$ cat config.mk
export PLATFORM = sky130hd
export DESIGN_NAME = lfbm_top
export DESIGN_NICKNAME = d
export VERILOG_FILES = /design/src/verilog/lfbm_top.v
export VERILOG_INCLUDE_DIRS = /design/src /design/src/shared
export SDC_FILE = /design/constraint.sdc
export NUM_CORES = 2
export LEC_CHECK = 0
export BUFFER_PORTS_ARGS = -buffer_cell sky130_fd_sc_hd__buf_2
export CORE_ASPECT_RATIO = 0.6
export CORE_UTILIZATION = 41
export DETAILED_ROUTE_END_ITERATION = 6
export MAX_ROUTING_LAYER = met4
export PLACE_DENSITY_LB_ADDON = 0.05
export SLEW_MARGIN = 20
export SYNTH_ARGS = -nofsm -noshare
export SYNTH_HDL_FRONTEND = slang
export SYNTH_SLANG_ARGS = --single-unit
$ cat constraint.sdc
create_clock -name CLK -period 6.8 [get_ports CLK]
set_clock_uncertainty 0.05 [all_clocks]
set_input_delay 1.02 -clock CLK [delete_from_list [all_inputs] [get_ports CLK]]
set_output_delay 1.02 -clock CLK [all_outputs]
set_load 0.01 [all_outputs]
$ cat src/shared/lfbm_consts.vh
`ifndef LFBM_CONSTS_VH
`define LFBM_CONSTS_VH

// Register offsets on the plain register port
`define LFBM_REG_CTRL      8'h00
`define LFBM_REG_URUN_THR  8'h04
`define LFBM_REG_CTS_TMO   8'h08
`define LFBM_REG_POOL_TBL  8'h0C
`define LFBM_REG_ASG_PTR   8'h10
`define LFBM_REG_ASG_NUM   8'h14
`define LFBM_REG_STATUS    8'h18
`define LFBM_REG_URUN_CNT  8'h1C

// Control register fields
`define LFBM_CTRL_NARROW   0

// Reset values
`define LFBM_CTRL_RST      32'h0000_0000
`define LFBM_URUN_THR_RST  16'h0004
`define LFBM_CTS_TMO_RST   32'h0000_1000
`define LFBM_POOL_TBL_RST  32'h0000_0000

// Frame descriptor word offsets
`define LFBM_FD_NEXT       32'h0000_0000
`define LFBM_FD_CTL        32'h0000_0004
`define LFBM_FD_LEN        32'h0000_0008
`define LFBM_FD_BUF        32'h0000_000C

// Descriptor control word fields
`define LFBM_CTL_LIP       0
`define LFBM_CTL_RED       1
`define LFBM_CTL_FT_LO     2
`define LFBM_CTL_FT_HI     4
`define LFBM_CTL_LINK_LO   16
`define LFBM_CTL_LINK_HI   31

// Link states that forbid connectionless frames
`define LFBM_LS_NOID       2'h0
`define LFBM_LS_AWID       2'h1

// Memory access sizes
`define LFBM_SZ_BYTE       2'h0
`define LFBM_SZ_HALF       2'h1
`define LFBM_SZ_WORD       2'h2

`endif

$ cat src/verilog/lfbm_top.v
`timescale 1ns/1ps
`include "lfbm_consts.vh"

module lfbm_top #(
  parameter POOL_W    = 13,
  parameter INT_POOLS = 16,
  parameter LEN_W     = 16
) (
  input  wire              CLK,
  input  wire              SYS_RST,
  input  wire [7:0]        REG_ADDR,
  input  wire [31:0]       REG_WDATA,
  input  wire              REG_WR,
  input  wire              REG_RD,
  output reg  [31:0]       REG_RDATA,
  input  wire              TXD_REQ,
  input  wire [LEN_W-1:0]  TXD_LEN,
  input  wire              TXD_LAST,
  input  wire              TXD_CONNLESS,
  input  wire [1:0]        TXD_LINK_STATE,
  output reg               TXD_READY,
  output reg               TXD_DONE,
  output reg               TXD_SENT,
  output reg               TXD_REFUSED,
  output reg               TXQ_STOP,
  input  wire              TXQ_VALID,
  input  wire [7:0]        TXQ_DATA,
  output reg               TXQ_RD,
  output reg               TXQ_FLUSH,
  input  wire              TXC,
  input  wire              CTS_N,
  output reg               RTS_N,
  output reg               TXD,
  output reg               TXD_OE_N,
  output reg               EV_URUN_THR,
  output reg               EV_CTS_LOST,
  output reg               EV_CTS_TMO,
  input  wire              RX_START,
  input  wire [POOL_W-1:0] RX_POOL,
  input  wire [15:0]       RX_LINK,
  output reg               RX_START_READY,
  input  wire              RX_BYTE_VALID,
  input  wire [7:0]        RX_BYTE,
  input  wire              RX_LAST,
  input  wire              RX_GOOD,
  input  wire [2:0]        RX_FTYPE,
  output reg               RX_BYTE_READY,
  output reg               EV_RED_LINE,
  output reg               EV_POOL_EMPTY,
  output reg               MEM_REQ,
  output reg               MEM_WE,
  output reg  [31:0]       MEM_ADDR,
  output reg  [31:0]       MEM_WDATA,
  output reg  [1:0]        MEM_SIZE,
  input  wire              MEM_ACK,
  input  wire [31:0]       MEM_RDATA
);

  localparam [3:0] T_IDLE = 4'b0001;
  localparam [3:0] T_WCTS = 4'b0010;
  localparam [3:0] T_SEND = 4'b0100;
  localparam [3:0] T_STOP = 4'b1000;

  localparam [11:0] R_IDLE      = 12'h001;
  localparam [11:0] R_ASG       = 12'h002;
  localparam [11:0] R_PTR       = 12'h004;
  localparam [11:0] R_CTL       = 12'h008;
  localparam [11:0] R_NXT       = 12'h010;
  localparam [11:0] R_BUF       = 12'h020;
  localparam [11:0] R_DATA      = 12'h040;
  localparam [11:0] R_PAD       = 12'h080;
  localparam [11:0] R_LEN       = 12'h100;
  localparam [11:0] R_CTLW      = 12'h200;
  localparam [11:0] R_PTRW      = 12'h400;
  localparam [11:0] R_DROP_CODE = 12'h800;  // Empty pool: bytes taken and thrown away

  reg [31:0]        ctrl_r;
  reg [15:0]        urun_thr_r;
  reg [31:0]        cts_tmo_r;
  reg [31:0]        pool_tbl_r;
  reg [31:0]        asg_ptr_r;
  reg [POOL_W-1:0]  asg_num_r;
  reg               asg_req_r;
  reg               asg_ack_r;
  reg               txc_s1_r, txc_s2_r, txc_s3_r;
  reg               cts_s1_r, cts_s2_r, cts_s3_r;
  reg [3:0]         tx_st_r;
  reg [LEN_W-1:0]   tx_len_r;
  reg [LEN_W-1:0]   tx_cnt_r;
  reg               tx_last_r;
  reg [2:0]         bit_cnt_r;
  reg               bit_live_r;
  reg [7:0]         shreg_r;
  reg [31:0]        cto_cnt_r;
  reg [15:0]        urun_cnt_r;
  reg [11:0]        rx_st_r;
  reg [POOL_W-1:0]  pool_r;
  reg [15:0]        link_r;
  reg [31:0]        ptr_r;
  reg [31:0]        nxt_r;
  reg [31:0]        buf_r;
  reg [31:0]        ctl_r;
  reg [15:0]        cnt_r;
  reg [7:0]         hold_r;
  reg               last_r;
  reg               good_r;
  reg [2:0]         ftype_r;
  reg [31:0]        pool_ptr [0:INT_POOLS-1];
  integer           i;

  wire txc_fall = txc_s3_r & ~txc_s2_r;   // Bits change on the falling link clock edge
  wire cts_ok   = ~cts_s2_r;
  wire narrow   = ctrl_r[`LFBM_CTRL_NARROW];
  wire pool_int = (pool_r < INT_POOLS);
  wire [31:0] pool_slot = pool_tbl_r + {{(30-POOL_W){1'b0}}, pool_r, 2'b00};
  wire [31:0] asg_slot  = pool_tbl_r + {{(30-POOL_W){1'b0}}, asg_num_r, 2'b00};

  ////////////////////////////////////////////////////////////////////////////
  // Register port
  ////////////////////////////////////////////////////////////////////////////

  // Writes; the assign command hands over to the receive side by a toggle
  always @(posedge CLK) begin
    if (SYS_RST) begin
      ctrl_r     <= `LFBM_CTRL_RST;
      urun_thr_r <= `LFBM_URUN_THR_RST;
      cts_tmo_r  <= `LFBM_CTS_TMO_RST;
      pool_tbl_r <= `LFBM_POOL_TBL_RST;
      asg_ptr_r  <= 32'h0000_0000;
      asg_num_r  <= {POOL_W{1'b0}};
      asg_req_r  <= 1'b0;
    end else if (REG_WR) begin
      case (REG_ADDR)
        `LFBM_REG_CTRL:     ctrl_r <= REG_WDATA;
        `LFBM_REG_URUN_THR: urun_thr_r <= REG_WDATA[15:0];
        `LFBM_REG_CTS_TMO:  cts_tmo_r <= REG_WDATA;
        `LFBM_REG_POOL_TBL: pool_tbl_r <= REG_WDATA;
        `LFBM_REG_ASG_PTR:  asg_ptr_r <= REG_WDATA;
        `LFBM_REG_ASG_NUM: begin
          // A second command while one is pending is ignored
          if (asg_req_r == asg_ack_r) begin
            asg_num_r <= REG_WDATA[POOL_W-1:0];
            asg_req_r <= ~asg_req_r;
          end
        end
        default: ;
      endcase
    end
  end

  // Read data stands one cycle after the strobe; unmapped reads return zero
  always @(posedge CLK) begin
    if (SYS_RST) begin
      REG_RDATA <= 32'h0000_0000;
    end else if (REG_RD) begin
      case (REG_ADDR)
        `LFBM_REG_CTRL:     REG_RDATA <= ctrl_r;
        `LFBM_REG_URUN_THR: REG_RDATA <= {16'h0000, urun_thr_r};
        `LFBM_REG_CTS_TMO:  REG_RDATA <= cts_tmo_r;
        `LFBM_REG_POOL_TBL: REG_RDATA <= pool_tbl_r;
        `LFBM_REG_ASG_PTR:  REG_RDATA <= asg_ptr_r;
        `LFBM_REG_ASG_NUM:  REG_RDATA <= {{(32-POOL_W){1'b0}}, asg_num_r};
        `LFBM_REG_STATUS:   REG_RDATA <= {13'h0000, rx_st_r, tx_st_r, RTS_N, cts_ok,
                                          asg_req_r ^ asg_ack_r};
        `LFBM_REG_URUN_CNT: REG_RDATA <= {16'h0000, urun_cnt_r};
        default:            REG_RDATA <= 32'h0000_0000;
      endcase
    end else begin
      REG_RDATA <= 32'h0000_0000;
    end
  end

  ////////////////////////////////////////////////////////////////////////////
  // Transmit side
  ////////////////////////////////////////////////////////////////////////////

  // Link pins cross into CLK; the second stage is looked at, and edges are found from the second and third stages
  always @(posedge CLK) begin
    if (SYS_RST) begin
      {txc_s1_r, txc_s2_r, txc_s3_r} <= 3'b000;
      {cts_s1_r, cts_s2_r, cts_s3_r} <= 3'b111;
    end else begin
      txc_s1_r <= TXC;
      txc_s2_r <= txc_s1_r;
      txc_s3_r <= txc_s2_r;
      cts_s1_r <= CTS_N;
      cts_s2_r <= cts_s1_r;
      cts_s3_r <= cts_s2_r;
    end
  end

  // Descriptor handling, handshake wait and bit serialiser
  always @(posedge CLK) begin
    if (SYS_RST) begin
      tx_st_r     <= T_IDLE;
      tx_len_r    <= {LEN_W{1'b0}};
      tx_cnt_r    <= {LEN_W{1'b0}};
      tx_last_r   <= 1'b0;
      bit_cnt_r   <= 3'h0;
      bit_live_r  <= 1'b0;
      shreg_r     <= 8'h00;
      cto_cnt_r   <= 32'h0000_0000;
      urun_cnt_r  <= 16'h0000;
      TXD_READY   <= 1'b0;
      TXD_DONE    <= 1'b0;
      TXD_SENT    <= 1'b0;
      TXD_REFUSED <= 1'b0;
      TXQ_STOP    <= 1'b0;
      TXQ_RD      <= 1'b0;
      TXQ_FLUSH   <= 1'b0;
      RTS_N       <= 1'b1;
      TXD         <= 1'b1;
      TXD_OE_N    <= 1'b1;
      EV_URUN_THR <= 1'b0;
      EV_CTS_LOST <= 1'b0;
      EV_CTS_TMO  <= 1'b0;
    end else begin
      TXD_READY   <= 1'b0;
      TXD_DONE    <= 1'b0;
      TXQ_RD      <= 1'b0;
      TXQ_FLUSH   <= 1'b0;
      EV_URUN_THR <= 1'b0;
      EV_CTS_LOST <= 1'b0;
      EV_CTS_TMO  <= 1'b0;
      case (tx_st_r)
        T_IDLE: begin
          if (TXD_REQ && TXD_READY) begin
            TXQ_STOP <= 1'b0;
            if (TXD_CONNLESS && (TXD_LINK_STATE == `LFBM_LS_NOID ||
                                 TXD_LINK_STATE == `LFBM_LS_AWID)) begin
              TXD_DONE    <= 1'b1;
              TXD_SENT    <= 1'b0;
              TXD_REFUSED <= 1'b1;
              tx_last_r   <= TXD_LAST;
              tx_st_r     <= T_STOP;
            end else begin
              tx_len_r  <= TXD_LEN;
              tx_last_r <= TXD_LAST;
              cto_cnt_r <= 32'h0000_0000;
              RTS_N     <= 1'b0;
              tx_st_r   <= T_WCTS;
            end
          end else begin
            TXD_READY <= ~TXQ_STOP;
          end
        end
        T_WCTS: begin
          tx_cnt_r   <= {LEN_W{1'b0}};
          bit_cnt_r  <= 3'h0;
          bit_live_r <= 1'b0;
          if (cts_ok) begin
            tx_st_r <= T_SEND;
          end else if (cts_tmo_r != 32'h0000_0000) begin
            // Restarting the count gives one event per expired period
            if (cto_cnt_r + 32'h0000_0001 >= cts_tmo_r) begin
              EV_CTS_TMO <= 1'b1;
              cto_cnt_r  <= 32'h0000_0000;
            end else begin
              cto_cnt_r <= cto_cnt_r + 32'h0000_0001;
            end
          end
        end
        T_SEND: begin
          if (cts_s2_r && !cts_s3_r) begin
            EV_CTS_LOST <= 1'b1;
          end
          if (txc_fall) begin
            TXD_OE_N <= cts_s2_r;
            if (bit_live_r && bit_cnt_r != 3'h0) begin
              TXD       <= shreg_r[0];
              shreg_r   <= {1'b1, shreg_r[7:1]};
              bit_cnt_r <= bit_cnt_r - 3'h1;
              if (bit_cnt_r == 3'h1) begin
                bit_live_r <= 1'b0;
              end
            end else if (tx_cnt_r == tx_len_r) begin
              TXD_DONE    <= 1'b1;
              TXD_SENT    <= 1'b1;
              TXD_REFUSED <= 1'b0;
              TXD_OE_N    <= 1'b1;
              TXD         <= 1'b1;
              RTS_N       <= 1'b1;
              tx_st_r     <= T_STOP;
            end else if (TXQ_VALID) begin
              TXQ_RD     <= 1'b1;
              TXD        <= TXQ_DATA[0];
              shreg_r    <= {1'b1, TXQ_DATA[7:1]};
              bit_cnt_r  <= 3'h7;
              bit_live_r <= 1'b1;
              tx_cnt_r   <= tx_cnt_r + {{(LEN_W-1){1'b0}}, 1'b1};
            end else begin
              // Underrun: abort and resend from the first byte, no retry limit
              TXQ_FLUSH <= 1'b1;
              TXD_OE_N  <= 1'b1;
              TXD       <= 1'b1;
              cto_cnt_r <= 32'h0000_0000;
              tx_st_r   <= T_WCTS;
              if (urun_cnt_r + 16'h0001 >= urun_thr_r) begin
                EV_URUN_THR <= 1'b1;
                urun_cnt_r  <= 16'h0000;
              end else begin
                urun_cnt_r <= urun_cnt_r + 16'h0001;
              end
            end
          end
        end
        T_STOP: begin
          // A last descriptor parks the queue until reset, since no request is taken while it is stopped
          TXQ_STOP <= tx_last_r;
          tx_st_r  <= T_IDLE;
        end
        default: tx_st_r <= T_IDLE;
      endcase
    end
  end

  ////////////////////////////////////////////////////////////////////////////
  // Receive side
  ////////////////////////////////////////////////////////////////////////////

  // Starts one memory access; the request stands until acknowledged
  task mem_go;
    input        we;
    input [31:0] addr;
    input [31:0] data;
    input [1:0]  size;
    begin
      MEM_REQ   <= 1'b1;
      MEM_WE    <= we;
      MEM_ADDR  <= addr;
      MEM_WDATA <= data;
      MEM_SIZE  <= size;
    end
  endtask

  // Close the frame; a bad frame leaves its descriptor in the pool
  task rx_finish;
    begin
      if (good_r) begin
        mem_go(1'b1, ptr_r + `LFBM_FD_LEN, {16'h0000, cnt_r}, `LFBM_SZ_WORD);
        rx_st_r <= R_LEN;
      end else begin
        rx_st_r <= R_IDLE;
      end
    end
  endtask

  // Pool lookup, buffer fill and descriptor update
  always @(posedge CLK) begin
    if (SYS_RST) begin
      rx_st_r        <= R_IDLE;
      asg_ack_r      <= 1'b0;
      pool_r         <= {POOL_W{1'b0}};
      link_r         <= 16'h0000;
      ptr_r          <= 32'h0000_0000;
      nxt_r          <= 32'h0000_0000;
      buf_r          <= 32'h0000_0000;
      ctl_r          <= 32'h0000_0000;
      cnt_r          <= 16'h0000;
      hold_r         <= 8'h00;
      last_r         <= 1'b0;
      good_r         <= 1'b0;
      ftype_r        <= 3'h0;
      RX_START_READY <= 1'b0;
      RX_BYTE_READY  <= 1'b0;
      EV_RED_LINE    <= 1'b0;
      EV_POOL_EMPTY  <= 1'b0;
      MEM_REQ        <= 1'b0;
      MEM_WE         <= 1'b0;
      MEM_ADDR       <= 32'h0000_0000;
      MEM_WDATA      <= 32'h0000_0000;
      MEM_SIZE       <= `LFBM_SZ_WORD;
      for (i = 0; i < INT_POOLS; i = i + 1) begin
        pool_ptr[i] <= 32'h0000_0000;
      end
    end else begin
      RX_START_READY <= 1'b0;
      EV_RED_LINE    <= 1'b0;
      EV_POOL_EMPTY  <= 1'b0;
      if (MEM_ACK) begin
        MEM_REQ <= 1'b0;
      end
      case (rx_st_r)
        R_IDLE: begin
          if (RX_START && RX_START_READY) begin
            pool_r <= RX_POOL;
            link_r <= RX_LINK;
            if (RX_POOL < INT_POOLS) begin
              ptr_r <= pool_ptr[RX_POOL[3:0]];
              mem_go(1'b0, pool_ptr[RX_POOL[3:0]] + `LFBM_FD_CTL, 32'h0000_0000,
                     `LFBM_SZ_WORD);
              rx_st_r <= R_CTL;
            end else begin
              mem_go(1'b0, pool_tbl_r + {{(30-POOL_W){1'b0}}, RX_POOL, 2'b00},
                     32'h0000_0000, `LFBM_SZ_WORD);
              rx_st_r <= R_PTR;
            end
          end else if (asg_req_r != asg_ack_r) begin
            if (asg_num_r < INT_POOLS) begin
              pool_ptr[asg_num_r[3:0]] <= asg_ptr_r;
              asg_ack_r <= asg_req_r;
            end else begin
              mem_go(1'b1, asg_slot, asg_ptr_r, `LFBM_SZ_WORD);
              rx_st_r <= R_ASG;
            end
          end else begin
            RX_START_READY <= 1'b1;
          end
        end
        R_ASG: if (MEM_ACK) begin
          asg_ack_r <= asg_req_r;
          rx_st_r   <= R_IDLE;
        end
        R_PTR: if (MEM_ACK) begin
          ptr_r <= MEM_RDATA;
          mem_go(1'b0, MEM_RDATA + `LFBM_FD_CTL, 32'h0000_0000, `LFBM_SZ_WORD);
          rx_st_r <= R_CTL;
        end
        R_CTL: if (MEM_ACK) begin
          ctl_r <= MEM_RDATA;
          if (MEM_RDATA[`LFBM_CTL_LIP]) begin
            // Dummy reached: pool empty, frame is swallowed
            EV_POOL_EMPTY <= 1'b1;
            RX_BYTE_READY <= 1'b1;
            rx_st_r       <= R_DROP_CODE;
          end else begin
            mem_go(1'b0, ptr_r + `LFBM_FD_NEXT, 32'h0000_0000, `LFBM_SZ_WORD);
            rx_st_r <= R_NXT;
          end
        end
        R_NXT: if (MEM_ACK) begin
          nxt_r <= MEM_RDATA;
          mem_go(1'b0, ptr_r + `LFBM_FD_BUF, 32'h0000_0000, `LFBM_SZ_WORD);
          rx_st_r <= R_BUF;
        end
        R_BUF: if (MEM_ACK) begin
          buf_r         <= MEM_RDATA;
          cnt_r         <= 16'h0000;
          RX_BYTE_READY <= 1'b1;
          rx_st_r       <= R_DATA;
        end
        R_DATA: begin
          if (MEM_ACK) begin
            if (!last_r) begin
              RX_BYTE_READY <= 1'b1;
            end else if (narrow && cnt_r[0]) begin
              // Second byte write fills the unused odd byte
              mem_go(1'b1, buf_r + {16'h0000, cnt_r}, 32'h0000_0000, `LFBM_SZ_BYTE);
              rx_st_r <= R_PAD;
            end else begin
              rx_finish;
            end
          end else if (RX_BYTE_VALID && RX_BYTE_READY) begin
            last_r  <= RX_LAST;
            good_r  <= RX_GOOD;
            ftype_r <= RX_FTYPE;
            cnt_r   <= cnt_r + 16'h0001;
            hold_r  <= RX_BYTE;
            if (narrow) begin
              RX_BYTE_READY <= 1'b0;
              mem_go(1'b1, buf_r + {16'h0000, cnt_r}, {24'h00_0000, RX_BYTE},
                     `LFBM_SZ_BYTE);
            end else if (cnt_r[0]) begin
              RX_BYTE_READY <= 1'b0;
              mem_go(1'b1, buf_r + {16'h0000, cnt_r} - 32'h0000_0001,
                     {16'h0000, hold_r, RX_BYTE}, `LFBM_SZ_HALF);
            end else if (RX_LAST) begin
              // Odd count on the wide bus: one halfword write, pad not counted
              RX_BYTE_READY <= 1'b0;
              mem_go(1'b1, buf_r + {16'h0000, cnt_r}, {16'h0000, RX_BYTE, 8'h00},
                     `LFBM_SZ_HALF);
            end
          end
        end
        R_PAD: if (MEM_ACK) begin
          rx_finish;
        end
        R_LEN: if (MEM_ACK) begin
          // Nonzero frame type marks the descriptor as queued, not pool space
          mem_go(1'b1, ptr_r + `LFBM_FD_CTL,
                 {link_r, ctl_r[15:5], ftype_r, ctl_r[`LFBM_CTL_RED], 1'b0},
                 `LFBM_SZ_WORD);
          rx_st_r <= R_CTLW;
        end
        R_CTLW: if (MEM_ACK) begin
          if (pool_int) begin
            pool_ptr[pool_r[3:0]] <= nxt_r;
            EV_RED_LINE <= ctl_r[`LFBM_CTL_RED];
            rx_st_r     <= R_IDLE;
          end else begin
            mem_go(1'b1, pool_slot, nxt_r, `LFBM_SZ_WORD);
            rx_st_r <= R_PTRW;
          end
        end
        R_PTRW: if (MEM_ACK) begin
          EV_RED_LINE <= ctl_r[`LFBM_CTL_RED];
          rx_st_r     <= R_IDLE;
        end
        R_DROP_CODE: begin
          if (RX_BYTE_VALID && RX_BYTE_READY && RX_LAST) begin
            RX_BYTE_READY <= 1'b0;
            rx_st_r       <= R_IDLE;
          end
        end
        default: rx_st_r <= R_IDLE;
      endcase
    end
  end

endmodule

==> impl_metrics.json <==
{
  "status": "finished with violations",
  "violations": "DRC",
  "clk_pin_slew_ns": 0.06,
  "first_iter_violations": 7586,
  "hp-class": "register to register",
  "ys_ff_latch": 1069,
  "cts_root_buf": "clkbuf_16",
  "gp_congestion": 1.03,
  "synth_top_family_by_area": "simple AND/OR/NAND/NOR gates",
  "core_um2": 137000,
  "antenna_found_initial": 21,
  "grt_pass1_vias": 45505,
  "leakage_nw": 22.4,
  "syn_area_per_cell_um2": 9.31,
  "place.detailed.hpwl_um": 180000,
  "synth_enable_flop_cells": 512,
  "synth_nets": 6405,
  "grt_overflow_total": 0,
  "cts-htree-levels": 3,
  "synthMuxAreaShare_pct": 8.64,
  "grt_max_degree": 146,
  "hold_violations": 0,
  "startpoint": "cto_cnt_r[0]$_SDFFE_PP0P_",
  "yosysUniqueCellTypes": 99,
  "rsz0062_at_grt": "false",
  "area_growth_pct": 12.8,
  "rr_startpoint": "cto_cnt_r[0]$_SDFFE_PP0P_",
  "start_util_pct": 41.5,
  "placedCellCount": 7919,
  "avgRoutedWirePerCell_um": 30.9,
  "cts_tree": "yes",
  "synthSimpleGateAreaFrac_pct": 18.9,
  "worst-setup-path-type": "register to register",
  "syn_inst": 6132,
  "fin_tns_setup_ns": 0,
  "maxCapViolations": 0,
  "final_net_count": 6482,
  "max_slew_margin_pct": 12.8,
  "final_area_um2": 64400,
  "insertion_delay_ns": 0.76,
  "yosysTopAreaCell": "edfxtp_1",
  "crit_required_ns": 7.41,
  "synthTopCellsByArea": "edfxtp_1 (27%), dfxtp_1 (20%), nor2_1 (6.3%)",
  "synthArstFlopShare_pct": 0,
  "yosysMostFrequentCell": "nor2_1",
  "drc": 5,
  "synth_xor_area_share_pct": 4.45,
  "cts_resized": 0,
  "track_usage_pct": 35.8,
  "io_pins": 270,
  "start_kind": "register",
  "powerDensity_nw_per_um2": 258,
  "hp-start": "cts_s3_r$_SDFF_PP1_",
  "synth_adder_area_share_pct": 2.68,
  "cts_sinks": 1069,
  "cp-end-kind": "register",
  "die_area_um2": 141000,
  "synth_warnings": 0,
  "via_per_inst": 6.23,
  "dpl_cell_area_um2": 60400,
  "nFillCells": 13124,
  "synthTopCellsByCount": "nor2_1 (965), nand2_1 (879), dfxtp_1 (557), edfxtp_1 (512), a21oi_1 (491)",
  "grt_pass1_wl_um": 353000,
  "die_w_um": 484,
  "dr_total_vias": 50691,
  "numPortBuffers": 268,
  "synth_area_um2": 57100,
  "worst_slew_pin_slew_ns": 1.29,
  "irDropWorstVdd_mv": 0.185,
  "drv_slew": 0,
  "drive_above_1_share_pct": 14.0,
  "row_count": 105,
  "postRouteWirelength_um": 252000,
  "synth_compound_area_share_pct": 14.7,
  "cts_buffers": 107,
  "finalSetupViolations": 0,
  "path_max_fanout": 14,
  "fin_cells": 8136,
  "post-route-period-util_pct": 83.0,
  "timing.fmax_ghz": 0.177,
  "synthFlopType": "dfxtp_1",
  "synth_top_cell_area_share_pct": 26.9,
  "yosysSeqAreaShare_pct": 46.5,
  "cts_setup_buffers": 0,
  "clockBufferDepth": 3,
  "die_h_um": 291,
  "cts_hold_buffers": 0,
  "critPathArrivalTime_ns": 6.25,
  "final_antenna_net_count": 0,
  "layout_min_cycle_time_ns": 5.64,
  "first_pass_iters": 7
}
## per-stage QoR
step	power, W	hold slack [ns]	utilization, %	setup WS [ns]
after global routing	0.0171	0.363	46.8	0.739
after detailed placement	0.00999	0.335	44.0	1.20
after floorplan	0.00872	0.325	-	2.09
after global placement	0.00998	0.339	44.0	1.21
after CTS	0.0166	0.347	46.8	1.16
final	0.0166	0.346	46.8	1.16
## layout make-up
type / count / area, um2 / area share, %
diodes: 18 / 45.0 / 0.0700
clock buffers: 144 / 3000 / 4.66
clock inverters: 55 / 862 / 1.34
inverters: 110 / 413 / 0.642
multi-input cells: 4473 / 28500 / 44.2
flip-flops and latches: 1069 / 26500 / 41.2
well taps: 1819 / 2280 / 3.54
repair buffers: 448 / 2780 / 4.32
## where the power goes
part	switching, W	internal, W
sequential	0.000212	0.00698
combinational	0.00200	0.000786
clock	0.00283	0.00381
## per-layer routing
| metal | global-route usage (%) | wire [um] |
|---|---|---|
| met4 | 6.17 | 4150 |
| met3 | 13.0 | 34900 |
| met5 | - | 0 |
| met1 | 55.0 | 119000 |
| met2 | 43.8 | 94000 |
## kinds of logic (layout without fill, tap and decap cells)
group           Yosys count  after routing
simple gates           2477           2477
compound gates         1281           1281
flops                  1069           1069
buf+inv                 590            757
mux                     305            305
xor+xnor                290            290
fa+ha+maj               120            120
other cells               0             18
## path summary, 6_finish.rpt
kind	slack [ns]	endpoint	depth (start not counted)
min	0.35	EV_CTS_LOST$_SDFF_PP0_	1
max reg2reg	1.16	cto_cnt_r[6]$_SDFFE_PP0P_	20
min reg2reg	0.35	EV_CTS_LOST$_SDFF_PP0_	1
max	1.16	cto_cnt_r[6]$_SDFFE_PP0P_	20
## layout by cell type (no fill, tap or decap), types with 64 or more instances in the layout
| cell type | count |
|---|---|
| mux2i_1 | 142 |
| buf_2 | 264 |
| a211oi_1 | 71 |
| nor2_1 | 960 |
| a221oi_1 | 64 |
| o21ai_0 | 130 |
| edfxtp_1 | 512 |
| buf_4 | 176 |
| nand3_1 | 165 |
| clkbuf_16 | 109 |
| ha_1 | 116 |
| mux4_2 | 149 |
| a21oi_1 | 491 |
| inv_1 | 107 |
| xor2_1 | 148 |
| dfxtp_1 | 556 |
| nor3_1 | 77 |
| xnor2_1 | 141 |
| a22oi_1 | 85 |
| nand2_1 | 849 |
## critical path: stages (launching register included)
cell and delay, ns:
dfxtp_1 0.41, ha_1 0.29, and3_1 0.25, nand3_1 0.20, nor2_1 0.32, nand3_1 0.27, nor2_1 0.28, nand3_1 0.33
nor2_1 0.21, xor2_1 0.22, ha_1 0.29, a21o_1 0.16, a21o_1 0.17, a21o_1 0.17, a21oi_1 0.14, o21ai_0 0.15
a211oi_1 0.19, buf_4 0.27, nand3_1 0.52, or4_1 0.60, o31ai_1 0.08
## sequential cells by signal, summed over array words and instances, names as in the netlist, 13 cells and up
register	flops
cts_tmo_r	32
pool_tbl_r	32
tx_cnt_r	16
MEM_WDATA	32
REG_RDATA	32
ptr_r	32
cnt_r	16
urun_thr_r	16
pool_r	13
asg_num_r	13
link_r	16
pool_ptr	512
cto_cnt_r	32
urun_cnt_r	16
buf_r	32
tx_len_r	16
ctrl_r	32
asg_ptr_r	32
nxt_r	32
MEM_ADDR	32
Note: power is estimated with default switching activity, not from simulation.
